**src/rtl/fcsi_regs.vh**
```
`ifndef FCSI_REGS_VH
`define FCSI_REGS_VH

// register byte offsets on the bus
`define FCSI_OFS_STATUS 8'h00
`define FCSI_OFS_CMD 8'h04
`define FCSI_OFS_DIV 8'h08
`define FCSI_OFS_PROT 8'h0C
`define FCSI_OFS_ARRAY 8'h10
`define FCSI_OFS_SEC 8'h14

// status bit positions
`define FCSI_BIT_CBEF 7
`define FCSI_BIT_CCF 6
`define FCSI_BIT_PVIOL 5
`define FCSI_BIT_ACCERR 4
`define FCSI_BIT_BLANK 2

// array write register fields
`define FCSI_ARR_DATA_LSB 0
`define FCSI_ARR_ADDR_LSB 16

// command codes
`define FCSI_CMD_BLANK 8'h05
`define FCSI_CMD_PROG 8'h20
`define FCSI_CMD_BURST 8'h25
`define FCSI_CMD_PAGE 8'h40
`define FCSI_CMD_MASS 8'h41

// 512-byte page
`define FCSI_PAGE_SHIFT 9

// reset values and the unsecured security code
`define FCSI_RST_CMD 8'h00
`define FCSI_RST_DIV 8'h00
`define FCSI_RST_PROT 8'hFF
`define FCSI_RST_SEC 2'h0
`define FCSI_SEC_UNSECURED 2'h2
`endif

```
**src/rtl/fcsi_cmd_slot.v**
```verilog
`include "fcsi_regs.vh"
// one-entry command buffer holding code, address and data
module fcsi_cmd_slot #(
  parameter AW = 16
) (
  // clock and reset
  input wire clock,
  input wire rst_n,
  // write side
  input wire wrEn,
  input wire [7:0] cmdIn,
  input wire [AW-1:0] addrIn,
  input wire [7:0] dataIn,
  // stored entry
  output reg [7:0] cmdOut,
  output reg [AW-1:0] addrOut,
  output reg [7:0] dataOut
);

  always @(posedge clock)
  begin
    if (!rst_n)
    begin
      cmdOut <= `FCSI_RST_CMD;
      addrOut <= {AW{1'b0}};
      dataOut <= 8'h00;
    end
    else if (wrEn)
    begin
      cmdOut <= cmdIn;
      addrOut <= addrIn;
      dataOut <= dataIn;
    end
  end

endmodule

```
**src/rtl/fcsi_flash_cmd.v**
```verilog
`include "fcsi_regs.vh"
module fcsi_flash_cmd #(
  parameter AW = 16
) (
  // clock and reset
  input wire clock,
  input wire rst_n,
  // wishbone classic slave
  input wire wb_cyc_i,
  input wire wb_stb_i,
  input wire wb_we_i,
  input wire [7:0] wb_adr_i,
  input wire [3:0] wb_sel_i,
  input wire [31:0] wb_dat_i,
  output wire [31:0] wb_dat_o,
  output wire wb_ack_o,
  // system
  input wire stopEntry,
  input wire [1:0] secInit,
  output wire [1:0] securityCode,
  // flash array
  output wire arrayGo,
  output wire [7:0] arrayCmd,
  output wire [AW-1:0] arrayAddr,
  output wire [7:0] arrayData,
  input wire arrayDone,
  input wire arrayBlank
);

  localparam [1:0] SEQ_IDLE = 2'd0;
  localparam [1:0] SEQ_DATA = 2'd1;
  localparam [1:0] SEQ_CMD = 2'd2;
  localparam PW = AW - `FCSI_PAGE_SHIFT;

  reg ack_q;
  reg [31:0] rdat_q;
  reg [1:0] seq_q;
  reg [1:0] seq_d;
  reg seqErr;
  reg [7:0] cmdReg_q;
  reg [7:0] divReg_q;
  reg divSet_q;
  reg [7:0] prot_q;
  reg [AW-1:0] arrAddr_q;
  reg [7:0] arrData_q;
  reg slotFull_q;
  reg busy_q;
  reg runBurst_q;
  reg runBlank_q;
  reg ccf_q;
  reg pviol_q;
  reg accErr_q;
  reg blank_q;
  reg [1:0] sec_q;
  reg secLoaded_q;
  reg stopPrev_q;
  reg go_q;
  reg [7:0] aCmd_q;
  reg [AW-1:0] aAddr_q;
  reg [7:0] aData_q;
  reg [31:0] rdat_d;
  wire [7:0] slotCmd;
  wire [AW-1:0] slotAddr;
  wire [7:0] slotData;
  wire [7:0] statusVal;

  // bus decode
  wire wbAcc = wb_cyc_i & wb_stb_i & ~ack_q;
  wire wrEn = wbAcc & wb_we_i & wb_sel_i[0];
  wire wrStat = wrEn & (wb_adr_i == `FCSI_OFS_STATUS);
  wire wrCmd = wrEn & (wb_adr_i == `FCSI_OFS_CMD);
  wire wrDiv = wrEn & (wb_adr_i == `FCSI_OFS_DIV);
  wire wrProt = wrEn & (wb_adr_i == `FCSI_OFS_PROT);
  wire wrArray = wrEn & (wb_adr_i == `FCSI_OFS_ARRAY);
  wire cbef = ~slotFull_q;
  wire launchWr = wrStat & wb_dat_i[`FCSI_BIT_CBEF] & cbef;
  wire [7:0] newCmd = wb_dat_i[7:0];

  wire newLegal = (newCmd == `FCSI_CMD_BLANK) |
                  (newCmd == `FCSI_CMD_PROG) |
                  (newCmd == `FCSI_CMD_BURST) |
                  (newCmd == `FCSI_CMD_PAGE) |
                  (newCmd == `FCSI_CMD_MASS);

  wire isProg = (cmdReg_q == `FCSI_CMD_PROG) |
                (cmdReg_q == `FCSI_CMD_BURST);
  wire isErase = (cmdReg_q == `FCSI_CMD_PAGE) |
                 (cmdReg_q == `FCSI_CMD_MASS);
  wire isBurst = (cmdReg_q == `FCSI_CMD_BURST);
  wire isMass = (cmdReg_q == `FCSI_CMD_MASS);

  // launch checks
  wire launch = launchWr & (seq_q == SEQ_CMD);
  wire divErr = (isProg | isErase) & ~divSet_q;
  wire queueErr = busy_q & ~(isBurst & runBurst_q);
  // pages at or above the boundary are protected unless disabled
  wire pageHit = arrAddr_q[AW-1:`FCSI_PAGE_SHIFT] >= prot_q[7:8-PW];
  wire protHit = ~prot_q[0] &
                 ((isProg | (isErase & ~isMass)) & pageHit |
                  isMass);
  wire launchBad = launch & (divErr | queueErr);
  wire protBad = launch & ~divErr & ~queueErr & protHit;
  wire accept = launch & ~divErr & ~queueErr & ~protHit;
  wire start = slotFull_q & ~busy_q;
  wire stopErr = stopEntry & ~stopPrev_q & (busy_q | slotFull_q);
  wire accSet = seqErr | launchBad | stopErr;
  wire slotFull_d = accept | (slotFull_q & ~start);
  wire busy_d = start | (busy_q & ~arrayDone);

  // command sequence checker
  always @*
  begin
    seq_d = seq_q;
    seqErr = 1'b0;
    case (seq_q)
      SEQ_IDLE:
      begin
        if (wrArray & cbef)
          seq_d = SEQ_DATA;
        else if (wrArray | wrCmd | launchWr)
          seqErr = 1'b1;
      end
      SEQ_DATA:
      begin
        if (wrCmd & newLegal)
          seq_d = SEQ_CMD;
        else if (wrCmd | wrArray | launchWr)
        begin
          seqErr = 1'b1;
          seq_d = SEQ_IDLE;
        end
      end
      SEQ_CMD:
      begin
        if (launchWr)
          seq_d = SEQ_IDLE;
        else if (wrCmd | wrArray)
        begin
          seqErr = 1'b1;
          seq_d = SEQ_IDLE;
        end
      end
      default:
        seq_d = SEQ_IDLE;
    endcase
  end

  always @(posedge clock)
  begin
    if (!rst_n)
      seq_q <= SEQ_IDLE;
    else
      seq_q <= seq_d;
  end

  // software registers
  always @(posedge clock)
  begin
    if (!rst_n)
    begin
      cmdReg_q <= `FCSI_RST_CMD;
      divReg_q <= `FCSI_RST_DIV;
      divSet_q <= 1'b0;
      prot_q <= `FCSI_RST_PROT;
      arrAddr_q <= {AW{1'b0}};
      arrData_q <= 8'h00;
    end
    else
    begin
      if (wrCmd)
        cmdReg_q <= newCmd;
      if (wrDiv)
      begin
        divReg_q <= wb_dat_i[7:0];
        divSet_q <= 1'b1;
      end
      if (wrProt)
        prot_q <= wb_dat_i[7:0];
      if (wrArray & cbef)
      begin
        arrAddr_q <= wb_dat_i[`FCSI_ARR_ADDR_LSB +: AW];
        arrData_q <= wb_dat_i[`FCSI_ARR_DATA_LSB +: 8];
      end
    end
  end

  fcsi_cmd_slot #(
    .AW(AW)
  ) u_slot (
    .clock(clock),
    .rst_n(rst_n),
    .wrEn(accept),
    .cmdIn(cmdReg_q),
    .addrIn(arrAddr_q),
    .dataIn(arrData_q),
    .cmdOut(slotCmd),
    .addrOut(slotAddr),
    .dataOut(slotData)
  );

  // buffer and execution tracking
  always @(posedge clock)
  begin
    if (!rst_n)
    begin
      slotFull_q <= 1'b0;
      busy_q <= 1'b0;
      runBurst_q <= 1'b0;
      runBlank_q <= 1'b0;
      ccf_q <= 1'b1;
      stopPrev_q <= 1'b0;
    end
    else
    begin
      slotFull_q <= slotFull_d;
      busy_q <= busy_d;
      ccf_q <= ~slotFull_d & ~busy_d;
      stopPrev_q <= stopEntry;
      if (start)
      begin
        runBurst_q <= (slotCmd == `FCSI_CMD_BURST);
        runBlank_q <= (slotCmd == `FCSI_CMD_BLANK);
      end
    end
  end

  // hand-off to the array
  always @(posedge clock)
  begin
    if (!rst_n)
    begin
      go_q <= 1'b0;
      aCmd_q <= `FCSI_RST_CMD;
      aAddr_q <= {AW{1'b0}};
      aData_q <= 8'h00;
    end
    else
    begin
      go_q <= start;
      if (start)
      begin
        aCmd_q <= slotCmd;
        aAddr_q <= slotAddr;
        aData_q <= slotData;
      end
    end
  end

  // sticky error flags; a set in the clearing cycle wins
  always @(posedge clock)
  begin
    if (!rst_n)
    begin
      pviol_q <= 1'b0;
      accErr_q <= 1'b0;
    end
    else
    begin
      if (protBad)
        pviol_q <= 1'b1;
      else if (wrStat & wb_dat_i[`FCSI_BIT_PVIOL])
        pviol_q <= 1'b0;
      if (accSet)
        accErr_q <= 1'b1;
      else if (wrStat & wb_dat_i[`FCSI_BIT_ACCERR])
        accErr_q <= 1'b0;
    end
  end

  // blank result and security state
  always @(posedge clock)
  begin
    if (!rst_n)
    begin
      blank_q <= 1'b0;
      sec_q <= `FCSI_RST_SEC;
      secLoaded_q <= 1'b0;
    end
    else
    begin
      secLoaded_q <= 1'b1;
      if (!secLoaded_q)
        sec_q <= secInit;
      else if (arrayDone & busy_q & runBlank_q & arrayBlank)
        sec_q <= `FCSI_SEC_UNSECURED;
      if (arrayDone & busy_q & runBlank_q & arrayBlank)
        blank_q <= 1'b1;
      else if (accept)
        blank_q <= 1'b0;
    end
  end

  assign statusVal = {cbef, ccf_q, pviol_q, accErr_q,
                      1'b0, blank_q, 2'b00};

  // read mux; unmapped offsets read zero
  always @*
  begin
    rdat_d = 32'h0000_0000;
    case (wb_adr_i)
      `FCSI_OFS_STATUS:
        rdat_d[7:0] = statusVal;
      `FCSI_OFS_CMD:
        rdat_d[7:0] = cmdReg_q;
      `FCSI_OFS_DIV:
        rdat_d[7:0] = divReg_q;
      `FCSI_OFS_PROT:
        rdat_d[7:0] = prot_q;
      `FCSI_OFS_ARRAY:
      begin
        rdat_d[`FCSI_ARR_ADDR_LSB +: AW] = arrAddr_q;
        rdat_d[`FCSI_ARR_DATA_LSB +: 8] = arrData_q;
      end
      `FCSI_OFS_SEC:
        rdat_d[1:0] = sec_q;
      default:
        rdat_d = 32'h0000_0000;
    endcase
  end

  // bus answer: one wait state, ack for one cycle
  always @(posedge clock)
  begin
    if (!rst_n)
    begin
      ack_q <= 1'b0;
      rdat_q <= 32'h0000_0000;
    end
    else
    begin
      ack_q <= wbAcc;
      if (wbAcc & ~wb_we_i)
        rdat_q <= rdat_d;
    end
  end

  assign wb_ack_o = ack_q;
  assign wb_dat_o = rdat_q;
  assign securityCode = sec_q;
  assign arrayGo = go_q;
  assign arrayCmd = aCmd_q;
  assign arrayAddr = aAddr_q;
  assign arrayData = aData_q;

endmodule

```
**config.mk**
```make
export PLATFORM = sky130hd
export DESIGN_NAME = fcsi_flash_cmd
export DESIGN_NICKNAME = d
export VERILOG_FILES = /design/src/rtl/fcsi_cmd_slot.v /design/src/rtl/fcsi_flash_cmd.v
export VERILOG_INCLUDE_DIRS = /design/src /design/src/rtl
export SDC_FILE = /design/constraint.sdc
export NUM_CORES = 1
export LEC_CHECK = 0
export ABC_CLOCK_PERIOD_IN_PS = 3400
export BUFFER_PORTS_ARGS = -buffer_cell sky130_fd_sc_hd__buf_2
export CORE_ASPECT_RATIO = 1.2
export CORE_UTILIZATION = 59
export CTS_BUF_LIST = sky130_fd_sc_hd__clkbuf_8
export DETAILED_ROUTE_END_ITERATION = 7
export PLACE_DENSITY_LB_ADDON = 0.05
export SYNTH_ARGS = -nofsm -noshare
export SYNTH_HDL_FRONTEND = slang
export SYNTH_SLANG_ARGS = --single-unit
```
**constraint.sdc**
```tcl
create_clock -name clock -period 3.4 [get_ports clock]
set_input_delay 0.34 -clock clock [delete_from_list [all_inputs] [get_ports clock]]
set_output_delay 0.34 -clock clock [all_outputs]
set_load 0.02 [all_outputs]
```
==> summary.txt <==
Timing
  – Setup TNS: 0 ns
  – Fin crit period: 2.72 ns
  – Setup violators final: 0
  – Slew Viols, Final: 0
  – Worst-Margin Slew: 1.12 ns
  – Final period util: 0.799
  – Slew HR: 0.255
  – Hold Violations, Final: 0
  – Clock Skew: 0.0121 ns
  – Setup ws final: 0.685 ns
  – RSZ-0062 raised after global routing: no
  – Fmax achieved: 0.368 GHz

Detailed routing
  – WL/cell: 15.9 um
  – Via density: 5.73
  – Remaining DRCs: 0
  – 1st-iter DRT viols: 388
  – DR pass1 iterations: 6
  – Total number of vias: 5566
  – Post-DRT Antenna Nets: 0
  – Final WL: 15400 um

Power
  – Max IR drop VDD: 406 uV
  – Pwr dens: 463 mW/mm^2
  – Pwr Total: 3.31 mW
  – P_leak: 2.75 nW

CTS
  – # Post-CTS Setup Buffers: 0
  – CTS root buf: clkbuf_8
  – Clock buffer depth: 2
  – H-tree levels: 4
  – Cts bufs inserted: 17
  – Clock Sinks: 153
  – TritonCTS clock tree: built
  – CTS resizes: 0
  – Reg clk slew, reported paths: 0.09 ns
  – Hold buffer count at cts: 0
  – Skew-Pair Late Insertion Delay: 0.44 ns

Layout
  – Area growth, synth to finish: 14.6%
  – Most frequent cells in the layout: nand2_1, dfxtp_1, buf_2
  – Most common cell after layout, fill and taps aside: nand2_1
  – Nets@finish: 894
  – # diodes: 0
  – Share of post-route cells with drive strength above 1: 0.188
  – Final core occ: 0.703
  – Final std cell area, no fill: 0.00715 sq mm

Place
  – Final GP Congestion: 0.891
  – Pre-CTS setup slack: 0.741 ns
  – Cell Area, Placed: 0.00675 sq mm
  – HPWL Detailed: 10600 um
  – Quantity of I/O buffers inserted on ports: 102

Die
  – Die Y: 115 um
  – Initial Util: 0.614
  – Rows: 40
  – Core area: 0.0102 sq mm
  – Io pins: 122
  – Die Wd: 95.9 um
  – Die area: 0.0110 sq mm

Worst setup path
  – Worst r2r src: arrAddr_q[9]
  – Crit-path cells: inv_1 -> ha_1 -> nand2b_1 -> a2111oi_0 -> o31ai_1 -> a2111oi_2 -> buf_12 -> mux2i_1
  – Worst-case reg-to-reg path depth: 8
  – Crit path max fanout: 35
  – CP peak stage delay: 0.52 ns
  – Startpoint Class: register
  – Critical Setup Path Class: register to register
  – CP endpoint kind: register
  – Required time worst endpoint: 3.75 ns
  – Critical Path Source: arrAddr_q[9]
  – Reg2reg end: u_slot.addrOut[9]
  – R2r setup slk: 0.68 ns
  – Slowest CP cell: a2111oi_0
  – Critical path arrival: 3.07 ns

Synth
  – Area leader, netlist: dfxtp_1
  – Synth top area share: 0.491
  – Syn Area/Cell: 8.28 sq um
  – Yosys warnings: 0
  – Area contributors post-synth: dfxtp_1, nand2_1, a21oi_1, mux2i_1, a22oi_1
  – Mapped Area: 0.00624 sq mm
  – Mapped Cells: 753
  – Number of synthesized flops with an enable pin: 0
  – Async SR Flop Fraction: 0
  – Post-synth top flop: dfxtp_1
  – Netlist cell types: 53
  – Number of synthesized register bits: 153
  – Sequential share of the synthesized area: 0.491

Worst hold path
  – Min-Delay Endpoint: stopPrev_q
  – Hold WC Path Type: primary input to register
  – Worst hold stages: 2
  – Hold_sp: stopEntry

Outcome
  – Status: completed

Global routing
  – Initial antenna violation count: 0
  – Vias in the first global route: 5140
  – Largest net degree at the start of global routing: 92
  – Total global-route track usage: 0.293
  – Gr ovfl total: 0
  – First-pass GRT wire length: 24700 um

Job
  – Max-cap violation count: 0
[cells in the mapped netlist, types with 2 or more instances]
cell type and instances:
inv_1 15, dfxtp_1 153, nor4b_1 2, nor3_2 2, nor2b_1 4, and3_1 4, o31ai_1 4, a31oi_1 2
mux2_2 2, buf_1 3, a22oi_1 22, o21a_1 2, buf_4 8, nand4b_1 2, nor3_1 3, nor2_1 33
or2_2 2, ha_1 7, buf_2 5, nand2b_1 3, a2111oi_0 2, nand2_1 230, clkbuf_1 38, o22ai_1 2
nand3b_1 4, mux2i_1 34, a21oi_1 86, nor4_1 2, o211ai_1 7, a221oi_1 6, a211oi_1 4, nand3_1 14
o21ai_0 18, and2_1 5, buf_6 5
[critical path, delay by kind of cell (launching register included)]
family,cells,cell delay (ns)
AOI/OAI and AO/OA,3,1.19
DFF,1,0.41
buffers and inverters,2,0.37
adders and majority gates,1,0.26
muxes,1,0.23
and+or+nand+nor,1,0.13
[worst max path at each step]
stage / depth (start not counted) / slack [ns] / end
finish: 8 / 0.68 / u_slot.addrOut[9]
global route: 8 / 0.58 / u_slot.addrOut[9]
CTS: 8 / 0.76 / u_slot.addrOut[9]
detailed placement: 7 / 0.74 / u_slot.addrOut[3]
global placement: 7 / 0.82 / arrAddr_q[12]
floorplan: 9 / 1.14 / u_slot.addrOut[0]
[through the flow]
step	hold slack (ns)	cells
5_1_grt	0.117	972
6_report	0.123	972
2_1_floorplan	0.368	760
4_1_cts	0.105	972
3_5_place_dp	0.444	940
3_3_place_gp	0.441	940
[cell type report]
class	instances	area (sq um)
Timing Repair Buffer	113	618
Tap cell	126	158
Clock inverter	14	146
Sequential cell	153	3060
Multi-Input combinational cell	533	2860
Fill cell	842	3010
Inverter	15	56.3
Clock buffer	18	248
[power breakdown]
part	internal [mW]	switching, mW
sequential	1.80	0.00417
combinational	0.0411	0.102
clock	0.677	0.690
total	2.52	0.796
[cells by family after synthesis]
group	count (synthesis)	share of synthesized area
other	1	0.000601
flip-flops	153	0.491
buffers and inverters	74	0.0564
AO/OA/AOI/OAI	161	0.154
AND/OR/NAND/NOR	321	0.225
multiplexers	36	0.0582
adder cells (fa/ha/maj)	7	0.0140
[sequential cells by signal, indices dropped and copies added (netlist names), 2 cells and up]
| register | count |
|---|---|
| securityCode | 2 |
| arrData_q | 8 |
| divReg_q | 8 |
| arrAddr_q | 16 |
| arrayCmd | 8 |
| arrayAddr | 16 |
| u_slot.dataOut | 8 |
| arrayData | 8 |
| u_slot.addrOut | 16 |
| u_slot.cmdOut | 8 |
| cmdReg_q | 8 |
| prot_q | 8 |
| wb_dat_o | 24 |
| seq_q | 2 |
[per-layer routing]
metal	share of wire	global-route usage
met1	0.44	0.378
met3	0.065	0.0730
met4	0.026	0.116
met5	0	0
met2	0.47	0.468
(Power assumes the default switching activity.)
